===== src/verilog/cswm_consts.vh =====
// Constants for the CAN selective-wake mode control block
`ifndef CSWM_CONSTS_VH
`define CSWM_CONSTS_VH
`define CSWM_OFS_CHIP 4'h0
`define CSWM_OFS_CAN 4'h4
`define CSWM_OFS_STAT 4'h8
`define CSWM_OFS_STATE 4'hC
`define CSWM_CHIP_NORMAL 2'h0
`define CSWM_CHIP_STOP 2'h1
`define CSWM_CHIP_SLEEP 2'h2
`define CSWM_CHIP_RESTART 2'h3
`define CSWM_TRX_OFF 2'h0
`define CSWM_TRX_WAKE 2'h1
`define CSWM_TRX_RX 2'h2
`define CSWM_TRX_NORMAL 2'h3
`define CSWM_MODE_RST 3'h0
`define CSWM_MODE_SWK 3'h5
`define CSWM_LOW_WAKE 2'h1
`define CSWM_BIT_ERR 0
`define CSWM_BIT_ARMED 1
`define CSWM_BIT_SIL 2
`define CSWM_BIT_CFGV 3
`define CSWM_BIT_WAKE 4
`define CSWM_BIT_WF 5
`define CSWM_BIT_WP 6
`define CSWM_BIT_WOKEN 7
`define CSWM_RESP_OKAY 2'h0
`define CSWM_RESP_SLVERR 2'h2
`endif


===== src/verilog/cswm_trx_decode.v =====
// Decoder from chip mode, CAN mode field and flags to the actual transceiver mode
`timescale 1ns/100ps
`include "cswm_consts.vh"
module cswm_trx_decode
(
    input wire [1:0] chip_mode,
    input wire [2:0] can_mode,
    input wire swk_error_flag,
    input wire woken,
    output reg [1:0] trx_mode,
    output reg selective_wake
);
    always @*
    begin
        trx_mode = `CSWM_TRX_OFF;
        selective_wake = 1'b0;
        if (can_mode[1:0] == 2'h0)
        begin
            trx_mode = `CSWM_TRX_OFF;
        end
        else if (chip_mode == `CSWM_CHIP_RESTART)
        begin
            trx_mode = `CSWM_TRX_WAKE;
        end
        else if (chip_mode != `CSWM_CHIP_NORMAL && woken)
        begin
            trx_mode = `CSWM_TRX_WAKE;
        end
        else if (chip_mode == `CSWM_CHIP_STOP && can_mode == 3'h3)
        begin
            trx_mode = `CSWM_TRX_WAKE;
        end
        else
        begin
            trx_mode = can_mode[1:0];
            // Error flag keeps bit 2 but drops frame detection
            selective_wake = can_mode[2] & ~swk_error_flag;
        end
    end
endmodule


===== src/verilog/cswm_top.v =====
// CAN selective-wake mode control with AXI4-Lite register access
// Operation
// - Mode field writes are ignored outside normal chip mode.
// - Bit 2 selects selective wake; 000/100 off, 001 wake, 010 rx, 011 normal.
// - 101 wake, 110 receive only, 111 normal, each with selective wake.
// - Normal with selective wake passes data and runs the silence monitor.
// - Wake frame in normal mode raises wake event, receive output untouched.
// - Receive only with selective wake delivers data, never drives the bus.
// - Error flag is clear only while selective wake works without overflow.
// - Mode field reads back the programmed mode; status shows actual state.
// - Stop keeps fields; 011 runs wake only; error flag drops selective wake.
// - Error flag blocks wake frames and leaves mode bit 2 alone.
// - Sleep rewrites 010/011 to 001 and 110/111 to 101.
// - Wake frame in sleep enters restart, clears config valid, keeps 101.
// - Sleep entry rearms a woken transceiver automatically.
// - An off mode stays off in sleep.
// - Armed flag clears on any wake and when mode bit 2 clears.
// - Error flag sets on config failure or overflow in selective-wake modes.
// - Restart keeps off modes, others fall back to plain wake capable.
//
// The register offsets and the AXI4-Lite slave port were left to the implementer.
`timescale 1ns/100ps
`include "cswm_consts.vh"
module cswm_top
(
    input wire aclk,
    input wire aresetn,
    input wire ce,
    input wire [3:0] s_axi_awaddr,
    input wire s_axi_awvalid,
    output wire s_axi_awready,
    input wire [31:0] s_axi_wdata,
    input wire [3:0] s_axi_wstrb,
    input wire s_axi_wvalid,
    output wire s_axi_wready,
    output reg [1:0] s_axi_bresp,
    output reg s_axi_bvalid,
    input wire s_axi_bready,
    input wire [3:0] s_axi_araddr,
    input wire s_axi_arvalid,
    output wire s_axi_arready,
    output reg [31:0] s_axi_rdata,
    output reg [1:0] s_axi_rresp,
    output reg s_axi_rvalid,
    input wire s_axi_rready,
    input wire txd,
    input wire bus_rxd,
    output reg rxd,
    output reg bus_tx_dominant,
    input wire wake_frame_det,
    input wire wake_pattern_det,
    input wire err_count_overflow,
    input wire bus_silence_det,
    output reg swk_monitor_en,
    output reg can_wake_event
);
    reg [1:0] chip_mode;
    reg [2:0] can_mode;
    reg swk_error_flag;
    reg swk_armed_flag;
    reg bus_silence_flag;
    reg swk_config_valid;
    reg can_wake;
    reg wake_frame;
    reg wake_pattern;
    reg woken;
    reg aw_got;
    reg w_got;
    reg [3:0] aw_addr;
    reg [31:0] w_data;
    reg [3:0] w_strb;
    wire [1:0] trx_mode;
    wire selective_wake;
    wire wr_fire;
    wire wr_ok;
    wire rd_fire;
    wire [7:0] wb;
    wire low_power;
    wire frame_hit;
    wire pattern_hit;
    wire overflow_hit;
    wire any_wake;
    wire mode_wr;
    wire cfg_fail;
    wire w1c_err;
    wire w1c_sil;
    wire w1c_wake;
    reg [2:0] next_can_mode;
    reg [1:0] next_chip_mode;

    // Mode field selects selective wake at all
    function swk_mode;
        input [2:0] m;
        begin
            swk_mode = m[2] & (m[1:0] != 2'h0);
        end
    endfunction

    function mapped;
        input [3:0] a;
        begin
            mapped = (a == `CSWM_OFS_CHIP) || (a == `CSWM_OFS_CAN) ||
                (a == `CSWM_OFS_STAT) || (a == `CSWM_OFS_STATE);
        end
    endfunction

    cswm_trx_decode u_dec
    (
        .chip_mode(chip_mode),
        .can_mode(can_mode),
        .swk_error_flag(swk_error_flag),
        .woken(woken),
        .trx_mode(trx_mode),
        .selective_wake(selective_wake)
    );

    // Address and data are taken independently and held until the write lands
    assign s_axi_awready = ~aw_got & ~s_axi_bvalid;
    assign s_axi_wready = ~w_got & ~s_axi_bvalid;
    assign s_axi_arready = ~s_axi_rvalid;
    assign wr_fire = aw_got & w_got & ~s_axi_bvalid;
    assign wr_ok = wr_fire & mapped(aw_addr) & w_strb[0];
    assign rd_fire = s_axi_arvalid & ~s_axi_rvalid;
    assign wb = w_data[7:0];

    assign low_power = (chip_mode == `CSWM_CHIP_STOP) || (chip_mode == `CSWM_CHIP_SLEEP);
    assign frame_hit = wake_frame_det & selective_wake & ~woken;
    assign pattern_hit = wake_pattern_det & low_power & ~woken & ~selective_wake &
        (trx_mode == `CSWM_TRX_WAKE);
    assign overflow_hit = err_count_overflow & selective_wake & ~woken;
    assign any_wake = frame_hit | pattern_hit | overflow_hit;

    assign mode_wr = wr_ok & (aw_addr == `CSWM_OFS_CAN) &
        (chip_mode == `CSWM_CHIP_NORMAL);
    // Selecting selective wake without valid configuration fails the check
    assign cfg_fail = mode_wr & swk_mode(wb[2:0]) & ~swk_config_valid;
    assign w1c_err = wr_ok & (aw_addr == `CSWM_OFS_STAT) & wb[`CSWM_BIT_ERR];
    assign w1c_sil = wr_ok & (aw_addr == `CSWM_OFS_STAT) & wb[`CSWM_BIT_SIL];
    assign w1c_wake = wr_ok & (aw_addr == `CSWM_OFS_STAT) & wb[`CSWM_BIT_WAKE];

    // Chip mode sequencing and the mode field rewrite on going from normal mode to sleep
    always @*
    begin
        next_chip_mode = chip_mode;
        next_can_mode = can_mode;
        if (mode_wr)
        begin
            next_can_mode = wb[2:0];
        end
        if (chip_mode == `CSWM_CHIP_SLEEP && any_wake)
        begin
            next_chip_mode = `CSWM_CHIP_RESTART;
        end
        else if (wr_ok && aw_addr == `CSWM_OFS_CHIP)
        begin
            case (chip_mode)
                `CSWM_CHIP_NORMAL:
                begin
                    if (wb[1:0] == `CSWM_CHIP_STOP)
                    begin
                        next_chip_mode = `CSWM_CHIP_STOP;
                    end
                    else if (wb[1:0] == `CSWM_CHIP_SLEEP)
                    begin
                        next_chip_mode = `CSWM_CHIP_SLEEP;
                        if (can_mode[1])
                        begin
                            next_can_mode = {can_mode[2], `CSWM_LOW_WAKE};
                        end
                    end
                end
                `CSWM_CHIP_STOP,
                `CSWM_CHIP_RESTART:
                begin
                    if (wb[1:0] == `CSWM_CHIP_NORMAL)
                    begin
                        next_chip_mode = `CSWM_CHIP_NORMAL;
                    end
                end
                default:
                begin
                    next_chip_mode = chip_mode;
                end
            endcase
        end
    end

    always @(posedge aclk)
    begin
        if (!aresetn)
        begin
            chip_mode <= `CSWM_CHIP_NORMAL;
            can_mode <= `CSWM_MODE_RST;
            swk_error_flag <= 1'b0;
            swk_armed_flag <= 1'b0;
            bus_silence_flag <= 1'b0;
            swk_config_valid <= 1'b0;
            can_wake <= 1'b0;
            wake_frame <= 1'b0;
            wake_pattern <= 1'b0;
            woken <= 1'b0;
            can_wake_event <= 1'b0;
        end
        else if (ce)
        begin
            chip_mode <= next_chip_mode;
            can_mode <= next_can_mode;
            can_wake_event <= any_wake;
            // Set terms come last so an event in the clearing cycle survives
            if (w1c_err)
            begin
                swk_error_flag <= 1'b0;
            end
            if (cfg_fail || overflow_hit)
            begin
                swk_error_flag <= 1'b1;
            end
            if (w1c_sil)
            begin
                bus_silence_flag <= 1'b0;
            end
            if (bus_silence_det && selective_wake && !woken)
            begin
                bus_silence_flag <= 1'b1;
            end
            if (w1c_wake)
            begin
                can_wake <= 1'b0;
            end
            if (any_wake)
            begin
                can_wake <= 1'b1;
            end
            if (wr_ok && aw_addr == `CSWM_OFS_STAT && wb[`CSWM_BIT_CFGV])
            begin
                swk_config_valid <= 1'b1;
            end
            if (chip_mode == `CSWM_CHIP_SLEEP && frame_hit)
            begin
                swk_config_valid <= 1'b0;
            end
            // A rewrite to another value is the host's rearm
            if (mode_wr && wb[2:0] != can_mode)
            begin
                woken <= 1'b0;
                wake_frame <= 1'b0;
                wake_pattern <= 1'b0;
            end
            if (next_chip_mode == `CSWM_CHIP_SLEEP && chip_mode == `CSWM_CHIP_NORMAL)
            begin
                woken <= 1'b0;
                wake_frame <= 1'b0;
                wake_pattern <= 1'b0;
            end
            if (any_wake)
            begin
                woken <= 1'b1;
            end
            if (frame_hit)
            begin
                wake_frame <= 1'b1;
            end
            if (pattern_hit)
            begin
                wake_pattern <= 1'b1;
            end
            if (mode_wr && swk_mode(wb[2:0]) && swk_config_valid && !swk_error_flag)
            begin
                swk_armed_flag <= 1'b1;
            end
            if (next_chip_mode == `CSWM_CHIP_SLEEP && chip_mode == `CSWM_CHIP_NORMAL &&
                swk_mode(can_mode) && !swk_error_flag)
            begin
                swk_armed_flag <= 1'b1;
            end
            // Clearing wins here: a wake ends the armed state by definition
            if (any_wake || !next_can_mode[2] || cfg_fail)
            begin
                swk_armed_flag <= 1'b0;
            end
        end
    end

    // Bus path; a woken transceiver in low power signals by a low receive output
    always @(posedge aclk)
    begin
        if (!aresetn)
        begin
            rxd <= 1'b1;
            bus_tx_dominant <= 1'b0;
            swk_monitor_en <= 1'b0;
        end
        else if (ce)
        begin
            swk_monitor_en <= selective_wake & ~woken;
            bus_tx_dominant <= (trx_mode == `CSWM_TRX_NORMAL) & ~txd;
            if (trx_mode == `CSWM_TRX_NORMAL || trx_mode == `CSWM_TRX_RX)
            begin
                rxd <= bus_rxd;
            end
            else if (woken && low_power)
            begin
                rxd <= 1'b0;
            end
            else
            begin
                rxd <= 1'b1;
            end
        end
    end

    // AXI4-Lite write channel
    always @(posedge aclk)
    begin
        if (!aresetn)
        begin
            aw_got <= 1'b0;
            w_got <= 1'b0;
            aw_addr <= 4'h0;
            w_data <= 32'h0;
            w_strb <= 4'h0;
            s_axi_bvalid <= 1'b0;
            s_axi_bresp <= `CSWM_RESP_OKAY;
        end
        else if (ce)
        begin
            if (s_axi_awvalid && s_axi_awready)
            begin
                aw_got <= 1'b1;
                aw_addr <= {s_axi_awaddr[3:2], 2'h0};
            end
            if (s_axi_wvalid && s_axi_wready)
            begin
                w_got <= 1'b1;
                w_data <= s_axi_wdata;
                w_strb <= s_axi_wstrb;
            end
            if (wr_fire)
            begin
                aw_got <= 1'b0;
                w_got <= 1'b0;
                s_axi_bvalid <= 1'b1;
                s_axi_bresp <= mapped(aw_addr) ? `CSWM_RESP_OKAY : `CSWM_RESP_SLVERR;
            end
            else if (s_axi_bvalid && s_axi_bready)
            begin
                s_axi_bvalid <= 1'b0;
            end
        end
    end

    // AXI4-Lite read channel
    always @(posedge aclk)
    begin
        if (!aresetn)
        begin
            s_axi_rvalid <= 1'b0;
            s_axi_rdata <= 32'h0;
            s_axi_rresp <= `CSWM_RESP_OKAY;
        end
        else if (ce)
        begin
            if (rd_fire)
            begin
                s_axi_rvalid <= 1'b1;
                s_axi_rresp <= mapped({s_axi_araddr[3:2], 2'h0}) ?
                    `CSWM_RESP_OKAY : `CSWM_RESP_SLVERR;
                case ({s_axi_araddr[3:2], 2'h0})
                    `CSWM_OFS_CHIP: s_axi_rdata <= {30'h0, chip_mode};
                    `CSWM_OFS_CAN: s_axi_rdata <= {29'h0, can_mode};
                    `CSWM_OFS_STAT: s_axi_rdata <= {24'h0, woken, wake_pattern, wake_frame,
                        can_wake, swk_config_valid, bus_silence_flag, swk_armed_flag,
                        swk_error_flag};
                    `CSWM_OFS_STATE: s_axi_rdata <= {29'h0, selective_wake, trx_mode};
                    default: s_axi_rdata <= 32'h0;
                endcase
            end
            else if (s_axi_rvalid && s_axi_rready)
            begin
                s_axi_rvalid <= 1'b0;
            end
        end
    end
endmodule


===== config.mk =====
export PLATFORM = sky130hd
export DESIGN_NAME = cswm_top
export DESIGN_NICKNAME = d
export VERILOG_FILES = /design/src/verilog/cswm_trx_decode.v /design/src/verilog/cswm_top.v
export VERILOG_INCLUDE_DIRS = /design/src /design/src/verilog
export SDC_FILE = /design/constraint.sdc
export NUM_CORES = 1
export LEC_CHECK = 0
export BUFFER_PORTS_ARGS = -buffer_cell sky130_fd_sc_hd__buf_2
export CORE_ASPECT_RATIO = 0.9
export CORE_MARGIN = 2
export CORE_UTILIZATION = 40
export DETAILED_ROUTE_END_ITERATION = 8
export GPL_ROUTABILITY_DRIVEN = 1
export HOLD_SLACK_MARGIN = 0.08
export PLACE_DENSITY = 0.71
export REMOVE_ABC_BUFFERS = 1
export SYNTH_ARGS = -nofsm -noshare
export SYNTH_HDL_FRONTEND = slang
export SYNTH_SLANG_ARGS = --single-unit

===== constraint.sdc =====
create_clock -name aclk -period 3.5 [get_ports aclk]
set_clock_uncertainty 0.1 [all_clocks]
set_input_delay 0.525 -clock aclk [delete_from_list [all_inputs] [get_ports aclk]]
set_output_delay 0.525 -clock aclk [all_outputs]
set_load 0.005 [all_outputs]

==> results.sh, run 1 <==
export IMPL_status="finished clean"
export IMPL_rrSetupSlack_ns=0.77
export IMPL_crit_arrival_ns=2.79
export IMPL_maxUsedRoutingLayer="met4"
export IMPL_wl_per_cell_um=13.31
export IMPL_synth_compound_area_share=0.1623
export IMPL_peakVddDrop_mv=0.2543
export IMPL_end_kind="register"
export IMPL_clkTransAtPathRegs_ns=0.08
export IMPL_syn_area_um2=2175
export IMPL_routed_via_density=5.129
export IMPL_cp_required_ns=3.56
export IMPL_synthAdderAreaFrac=0.02301
export IMPL_hold_ws_ns=0.3329
export IMPL_tightest_slew_ns=0.7278
export IMPL_routed_wl_um=5072
export IMPL_ys_ff_latch=39
export IMPL_drc_errors=0
export IMPL_start_util=0.4138
export IMPL_top_level_ports=103
export IMPL_setup_slack_ns=0.7737
export IMPL_post_cts_buffers=0
export IMPL_dp_cells=373
export IMPL_p_comb_frac=0.102
export IMPL_syn_to_final_growth_pct=12.37
export IMPL_die_area_um2=6043
export IMPL_slew_violations=0
export IMPL_antenna_found_initial=0
export IMPL_cts_root_buf="clkbuf_8"
export IMPL_vias=1954
export IMPL_drt_iter0_markers=114
export IMPL_clk_latency_ns=0.30
export IMPL_synthCells=274
export IMPL_final_layout_size_suffix_gt1_frac=0.2038
export IMPL_grt_max_degree=31
export IMPL_final_common_cell="buf_2"
export IMPL_power_density_nw_per_um2=368.1
export IMPL_ctsResizeCount=0
export IMPL_path_max_fanout=7
export IMPL_row_count=25
export IMPL_cts_buffers=5
export IMPL_antenna_left=0
export IMPL_synth_enable_flop_cells=0
export IMPL_cts_max_path_buffers=2
export IMPL_synth_top_family_by_area="simple AND/OR/NAND/NOR gates"
export IMPL_grt_pass1_wl_um=8335
export IMPL_min_period_ns=2.726
export IMPL_diodes=0
export IMPL_synth_seq_area_share=0.3590
export IMPL_p_leak_nw=1.000
export IMPL_hold_buffers=0
export IMPL_ys_flop_type="dfxtp_1"
export IMPL_port_buffers=42
export IMPL_finalCritPeriodShare=0.7789
export IMPL_grt_use_total=0.1832
export IMPL_die_x_um=81.72
export IMPL_met2_length_um=2187
export IMPL_dr_wl_met3_um=338
export IMPL_setup_tns_final_ns=0
export IMPL_yosys_area_share_simple=0.2365
export IMPL_ys_types=44
export IMPL_drtPass1Iterations=4
export IMPL_yosys_area_share_xor_xnor=0.01208
export IMPL_cts_tree="done"
export IMPL_dp_slack_ns=0.8284
export IMPL_worstSetupPathType="reg2reg"
export IMPL_globalplace_congestion=0.8948
export IMPL_hold_violations=0
export IMPL_h_tree_depth=2
export IMPL_yosysWarningCount=0
export IMPL_die_h_um=73.95
export IMPL_maxSlewHeadroom=0.5111
export IMPL_synth_avg_cell_area_um2=7.936
export IMPL_setup_viol=0
export IMPL_start_kind="register"
export IMPL_grt_overflow=0
export IMPL_switching_share=0.2569
export IMPL_coreArea_um2=5255
export IMPL_maxCapViolations=0
export IMPL_synth_mux_area_frac=0.06674
export IMPL_internal_power_mw=0.6684
export IMPL_seqPwrFrac=0.516
export IMPL_power_mw=0.8995
export IMPL_rsz0062_at_grt="no"
export IMPL_hp_class="reg2reg"
export IMPL_clkSinkCount=39
export IMPL_nNetsFinal=375
export IMPL_grt_pass1_vias=1719
export IMPL_final_cell_mix="buf_2, dfxtp_1, nor2_1"
export IMPL_async_flop_share=0
export IMPL_fin_cells=381
export IMPL_drt_met1_wl_um=2489
export IMPL_power_switching_mw=0.2311
export IMPL_place_hpwl_um=3738
export IMPL_timing_fmax_ghz=0.3668
export IMPL_clock_power_share=0.382
power by group through the flow:
stage / clock network, mW / registers [mW] / logic, mW
after floorplan: 0 / 0.472 / 0.0534
after global placement: 0 / 0.474 / 0.0905
after detailed placement: 0 / 0.474 / 0.0913
after CTS: 0.351 / 0.464 / 0.0917
after global routing: 0.370 / 0.466 / 0.106
final: 0.343 / 0.464 / 0.0918
stage by stage:
stage | instance area [µm²] | utilization
after floorplan | 2031 | -
after detailed placement | 2340 | 0.4452
final | 2444 | 0.4650
after global routing | 2444 | 0.4650
after global placement | 2340 | 0.4452
after CTS | 2444 | 0.4650
cell usage after synthesis (3+ instances only):
library cell,number,area share
xor2_1,3,0.012
a31oi_1,7,0.020
clkbuf_1,8,0.014
nor2_1,30,0.052
nor3_1,5,0.012
o32ai_1,3,0.012
o21ai_0,15,0.035
dfxtp_1,39,0.36
nor3b_1,3,0.010
or2_2,4,0.012
nand2b_1,4,0.012
o22ai_1,3,0.0086
inv_1,17,0.029
nor2b_1,4,0.012
buf_4,26,0.090
nand3_1,11,0.025
nand2_1,27,0.047
ha_1,4,0.023
nor4_1,3,0.0086
a21oi_1,20,0.046
mux2i_1,10,0.046
logic make-up (layout without fill, tap and decap cells):
group,count (synthesis),in the layout
compound gates,58,58
xor+xnor,3,3
fa+ha+maj,4,4
buf+inv,54,69
flops,39,39
mux,12,12
other cells,1,26
simple gates,103,103
worst paths after layout:
path,start,to,depth (start not counted)
max,chip_mode[1]$_SDFFE_PN0P_,woken$_SDFFE_PN0P_,7
min,s_axi_bresp[1]$_SDFFE_PN0P_,s_axi_bresp[1]$_SDFFE_PN0P_,2
max reg2reg,chip_mode[1]$_SDFFE_PN0P_,woken$_SDFFE_PN0P_,7
min reg2reg,s_axi_bresp[1]$_SDFFE_PN0P_,s_axi_bresp[1]$_SDFFE_PN0P_,2
metal layers:
layer | track usage | up-vias
met3 | 0.05825 | 6
met5 | 0 | -
met1 | 0.2564 | 898
met2 | 0.2755 | 70
met4 | 0.04630 | 0
li1 | - | 980
sequential cells by signal, indices dropped and copies added (netlist names), 2 cells and up:
| name | flops |
|---|---|
| can_mode | 3 |
| chip_mode | 2 |
| w_data | 5 |
| s_axi_rdata | 8 |
| aw_addr | 2 |
layout make-up:
type	instances	area, µm²
timing repair buffer	44	225.2
fill	560	2811
clock buffer	7	96.34
multi-input combinational	206	1186
inverter	17	63.81
sequential	39	780.7
tap	67	83.83
clock inverter	1	7.507
critical path, stage by stage, from the launching register on:
cell and delay, ns:
dfxtp_1 0.39, inv_1 0.14, ha_1 0.31, o21ai_0 0.27, a32o_1 0.37, a21o_1 0.20
nor4_1 0.63, o32ai_1 0.17
No activity file was read; power rests on OpenSTA's default activity.
==> run 2: changes to the inputs <==
Clock period 3.5 ns to 2.8 ns, I/O delays scaled along.
==> results.sh, run 2 (synthesis results as in run 1) <==
export IMPL_start_util=0.4138
export IMPL_final_cell_mix="buf_2, dfxtp_1, nor2_1"
export IMPL_setup_tns_final_ns=0
export IMPL_grt_pass1_wl_um=8769
export IMPL_crit_arrival_ns=2.70
export IMPL_hold_ws_ns=0.2563
export IMPL_drt_iter0_markers=94
export IMPL_syn_to_final_growth_pct=13.81
export IMPL_die_h_um=73.95
export IMPL_vias=1985
export IMPL_num_fill_cells=552
export IMPL_worstRegToRegCells=8
export IMPL_grt_overflow=0
export IMPL_hold_violations=0
export IMPL_grt_max_degree=30
export IMPL_cp_required_ns=2.91
export IMPL_finalCritPeriodShare=0.9244
export IMPL_status="finished clean"
export IMPL_start_kind="register"
export IMPL_final_common_cell="buf_2"
export IMPL_dp_slack_ns=0.2450
export IMPL_routed_wl_um=5323
export IMPL_end_kind="register"
export IMPL_r2r_start="chip_mode[1]$_SDFFE_PN0P_"
export IMPL_crit_path_max_incr_delay_ns=0.52
export IMPL_globalplace_congestion=0.8545
export IMPL_setup_viol=0
export IMPL_top_level_ports=103
export IMPL_cp_slowest_cell="or4_4"
export IMPL_clkTransAtPathRegs_ns=0.08
export IMPL_post_cts_buffers=0
export IMPL_port_buffers=42
export IMPL_min_delay_start="s_axi_wstrb[0]"
export IMPL_clk_latency_ns=0.29
export IMPL_setup_slack_ns=0.2117
export IMPL_rrSetupSlack_ns=0.21
export IMPL_wl_per_cell_um=13.83
export IMPL_clkSinkCount=39
export IMPL_grt_use_total=0.1886
export IMPL_die_area_um2=6043
export IMPL_regMostFlops="s_axi_rdata"
export IMPL_cts_max_path_buffers=2
export IMPL_path_buf_inv=1
export IMPL_holdPathStages=3
export IMPL_routed_via_density=5.156
export IMPL_die_x_um=81.72
export IMPL_regArea_um2=780.7
export IMPL_hp_class="in2reg"
export IMPL_rsz0062_at_grt="no"
export IMPL_final_layout_size_suffix_gt1_frac=0.2138
export IMPL_diodes=0
export IMPL_crit_chain="inv_1, ha_1, nand2_1, a2111oi_1, a32o_1, a21o_1, or4_4, a221oi_2"
export IMPL_h_tree_depth=2
export IMPL_drtPass1Iterations=4
export IMPL_antenna_found_initial=0
export IMPL_min_period_ns=2.588
export IMPL_multi_input_area_um2=1187
export IMPL_power_density_nw_per_um2=453.8
export IMPL_nNetsFinal=379
export IMPL_slew_violations=0
export IMPL_hold_buffers=0
export IMPL_place_hpwl_um=3983
export IMPL_grt_pass1_vias=1816
export IMPL_top_regs="s_axi_rdata: 8 flops, w_data: 5 flops, can_mode: 3 flops"
export IMPL_rr_endpoint="swk_armed_flag$_SDFFE_PN0P_"
export IMPL_coreArea_um2=5255
export IMPL_cts_root_buf="clkbuf_8"
export IMPL_cts_buffers=5
export IMPL_peakVddDrop_mv=0.2929
export IMPL_p_leak_nw=1.020
export IMPL_power_mw=1.123
export IMPL_maxCapViolations=0
export IMPL_antenna_left=0
export IMPL_min_to="w_strb[0]$_SDFFE_PN0P_"
export IMPL_maxSlewHeadroom=0.5434
export IMPL_drc_errors=0
export IMPL_path_max_fanout=7
export IMPL_row_count=25
export IMPL_worstSetupPathType="reg2reg"
export IMPL_cts_tree="done"
export IMPL_critPathTopFamily="compound AO/OA/AOI/OAI gates"
export IMPL_timing_fmax_ghz=0.3864
export IMPL_largest_reg_flops=8
export IMPL_tightest_slew_ns=0.6797
[run 2: cell types whose count changed in the layout (fill, tap and decap cells not counted)]
| cell | change |
|---|---|
| buf_4 | +4 |
| a2111oi_0 | -1 |
| a2111oi_1 | +1 |
[run 2: layer usage]
| metal | up-vias | track usage | wire length [µm] |
|---|---|---|---|
| li1 | 980 | - | - |
| met1 | 928 | 0.2666 | 2544 |
| met2 | 72 | 0.2918 | 2371 |
| met3 | 5 | 0.03883 | 369 |
| met4 | 0 | 0.05556 | 36 |
| met5 | - | 0 | 0 |
[run 2: cell type report]
type                       count  share of cell area
clock inverter                 1            0.003033
sequential                    39              0.3155
timing repair buffer          48              0.1031
clock buffer                   7             0.03893
inverter                      17             0.02578
multi-input combinational    206              0.4798
tap                           67             0.03387
[run 2: worst max-delay path by stage]
stage          cells after the start                     endpoint                      start
6_report                           8  swk_armed_flag$_SDFFE_PN0P_  chip_mode[1]$_SDFFE_PN0P_
5_1_grt                            9           woken$_SDFFE_PN0P_  chip_mode[1]$_SDFFE_PN0P_
4_1_cts                            8  swk_armed_flag$_SDFFE_PN0P_  chip_mode[1]$_SDFFE_PN0P_
3_5_place_dp                       8  swk_armed_flag$_SDFFE_PN0P_  chip_mode[0]$_SDFFE_PN0P_
3_3_place_gp                       8  swk_armed_flag$_SDFFE_PN0P_  chip_mode[1]$_SDFFE_PN0P_
2_1_floorplan                      7  swk_armed_flag$_SDFFE_PN0P_  chip_mode[0]$_SDFFE_PN0P_
[run 2: repair_timing]
action	4_1_cts	5_1_grt
resized for setup	0	1
endpoints found under the hold margin	0	0
endpoints found under the setup margin	0	2
[run 2: power breakdown]
part	total (mW)	switching [mW]	internal [mW]
Combinational	0.119	0.0712	0.0473
Sequential	0.581	0.0143	0.566
Clock	0.424	0.200	0.224
Total	1.12	0.285	0.838
[run 2: per-stage QoR]
stage / instance area (µm²) / std cells / util
floorplan: 2031 / 262 / -
global route: 2475 / 385 / 0.4710
detailed placement: 2370 / 377 / 0.4510
global placement: 2370 / 377 / 0.4510
CTS: 2474 / 385 / 0.4707
finish: 2475 / 385 / 0.4710
[run 2: worst reg2reg max path: stages, from the launching register on]
cell and delay (ns):
dfxtp_1 0.47, inv_1 0.14, ha_1 0.33, nand2_1 0.09, a2111oi_1 0.06, a32o_1 0.32
a21o_1 0.20, or4_4 0.52, a221oi_2 0.27
==> run 3: changes to the inputs <==
Clock period 2.8 ns to 2.5 ns, I/O delays scaled along.
==> results.sh, run 3 (synthesis results as in run 1) <==
export IMPL_status="finished clean"
export IMPL_crit_chain="inv_1, ha_1, nand2_1, a2111oi_1, a32o_1, a21o_1, nor4_1, buf_4, o32ai_1"
export IMPL_clk_latency_ns=0.30
export IMPL_maxCapViolations=0
export IMPL_syn_to_final_growth_pct=18.18
export IMPL_start_util=0.4138
export IMPL_path_max_fanout=5
export IMPL_globalplace_congestion=0.8923
export IMPL_setup_viol=0
export IMPL_timing_fmax_ghz=0.4200
export IMPL_clkTransAtPathRegs_ns=0.08
export IMPL_use_met3=0.04369
export IMPL_top_level_ports=103
export IMPL_peakVddDrop_mv=0.3520
export IMPL_grt_max_degree=30
export IMPL_wl_per_cell_um=13.57
export IMPL_largest_reg_flops=8
export IMPL_hold_violations=0
export IMPL_crit_path_max_incr_delay_ns=0.46
export IMPL_num_fill_cells=547
export IMPL_hold_buffers=0
export IMPL_tightest_slew_ns=0.5168
export IMPL_cts_max_path_buffers=2
export IMPL_h_tree_depth=2
export IMPL_worstSetupPathType="reg2reg"
export IMPL_cts_root_buf="clkbuf_8"
export IMPL_maxSlewHeadroom=0.6518
export IMPL_antenna_found_initial=0
export IMPL_diodes=0
export IMPL_regMostFlops="s_axi_rdata"
export IMPL_drt_iter0_markers=106
export IMPL_setup_tns_final_ns=0
export IMPL_r2r_start="chip_mode[1]$_SDFFE_PN0P_"
export IMPL_critPathTopFamily="compound AO/OA/AOI/OAI gates"
export IMPL_min_period_ns=2.381
export IMPL_slew_violations=0
export IMPL_grt_use_total=0.1903
export IMPL_grt_util_met2=0.2764
export IMPL_met1_usage=0.2721
export IMPL_min_to="aw_addr[2]$_SDFFE_PN0P_"
export IMPL_cts_tree="done"
export IMPL_vias=2008
export IMPL_p_leak_nw=1.078
export IMPL_rrSetupSlack_ns=0.12
export IMPL_grt_pass1_wl_um=8811
export IMPL_cts_buffers=5
export IMPL_crit_arrival_ns=2.45
export IMPL_drc_errors=0
export IMPL_power_density_nw_per_um2=516.0
export IMPL_finalCritPeriodShare=0.9525
export IMPL_end_kind="register"
export IMPL_path_buf_inv=2
export IMPL_dp_cells=387
export IMPL_worstSetupStartpoint="chip_mode[1]$_SDFFE_PN0P_"
export IMPL_cp_slowest_cell="nor4_1"
export IMPL_final_common_cell="buf_2"
export IMPL_antenna_left=0
export IMPL_nNetsFinal=389
export IMPL_hp_class="in2reg"
export IMPL_rr_endpoint="woken$_SDFFE_PN0P_"
export IMPL_grt_overflow=0
export IMPL_rsz0062_at_grt="no"
export IMPL_grt_pass1_vias=1845
export IMPL_start_kind="register"
export IMPL_holdPathStages=3
export IMPL_row_count=25
export IMPL_die_h_um=73.95
export IMPL_clkSinkCount=39
export IMPL_grt_busiest_layer="met2"
export IMPL_drtPass1Iterations=4
export IMPL_routed_via_density=5.084
export IMPL_final_cell_mix="buf_2, dfxtp_1, nor2_1"
export IMPL_cp_required_ns=2.57
export IMPL_port_buffers=42
export IMPL_worstRegToRegCells=9
export IMPL_min_delay_start="s_axi_awaddr[2]"
export IMPL_place_hpwl_um=3914
export IMPL_fin_cells=395
export IMPL_die_area_um2=6043
export IMPL_coreArea_um2=5255
export IMPL_final_layout_size_suffix_gt1_frac=0.2500
export IMPL_routed_wl_um=5360
export IMPL_top_regs="s_axi_rdata: 8 flops, w_data: 5 flops, can_mode: 3 flops"
export IMPL_die_x_um=81.72
[run 3: changes by cell type in the layout (fill, tap and decap cells not counted), moves of 2 or more]
cell,delta
dfxtp_1,-2
dfxtp_2,+2
clkbuf_8,-2
buf_4,+10
[run 3: what timing repair did]
action | CTS | global route
gates resized for setup | 0 | 5
setup buffers | 0 | 0
setup endpoints to repair | 0 | 4
[run 3: worst min-delay path, cell delays in order]
cell and delay, ns:
buf_2 0.07, mux2i_1 0.05, nor2_1 0.07
[run 3: layout make-up]
| class | count | area (µm²) | share of cell area |
|---|---|---|---|
| Timing Repair Buffer | 58 | 330.3 | 0.1285 |
| Clock inverter | 3 | 43.79 | 0.01704 |
| Sequential cell | 39 | 783.3 | 0.3048 |
| Clock buffer | 5 | 68.82 | 0.02678 |
| Tap cell | 67 | 83.83 | 0.03262 |
| Inverter | 17 | 63.81 | 0.02483 |
| Multi-Input combinational cell | 206 | 1196 | 0.4654 |
[run 3: layer usage]
layer	vias up	routed length [µm]
li1	1006	-
met1	920	2684
met2	73	2202
met3	9	370
met4	0	102
met5	-	0
[run 3: worst max-delay path by stage]
stage	end	depth (start not counted)
after floorplan	swk_armed_flag$_SDFFE_PN0P_	7
after global placement	swk_armed_flag$_SDFFE_PN0P_	8
after detailed placement	swk_armed_flag$_SDFFE_PN0P_	8
after CTS	swk_armed_flag$_SDFFE_PN0P_	8
after global routing	swk_armed_flag$_SDFFE_PN0P_	6
final	woken$_SDFFE_PN0P_	9
[run 3: stage by stage]
step | instance area, µm² | total power, mW | hold slack, ns | util | setup WS (ns)
after floorplan | 2031 | 0.7352 | 0.3261 | - | 0.1890
after global placement | 2445 | 0.7971 | 0.3211 | 0.4652 | 0.1093
after detailed placement | 2445 | 0.7986 | 0.3191 | 0.4652 | 0.07926
after CTS | 2557 | 1.332 | 0.1994 | 0.4867 | 0.04284
after global routing | 2570 | 1.381 | 0.2060 | 0.4890 | 0.01358
final | 2570 | 1.326 | 0.2041 | 0.4890 | 0.1188
[run 3: where the power goes]
group	switching (mW)	total (mW)	internal, mW
combinational	0.0807	0.137	0.0558
sequential	0.0154	0.650	0.634
clock	0.242	0.540	0.297
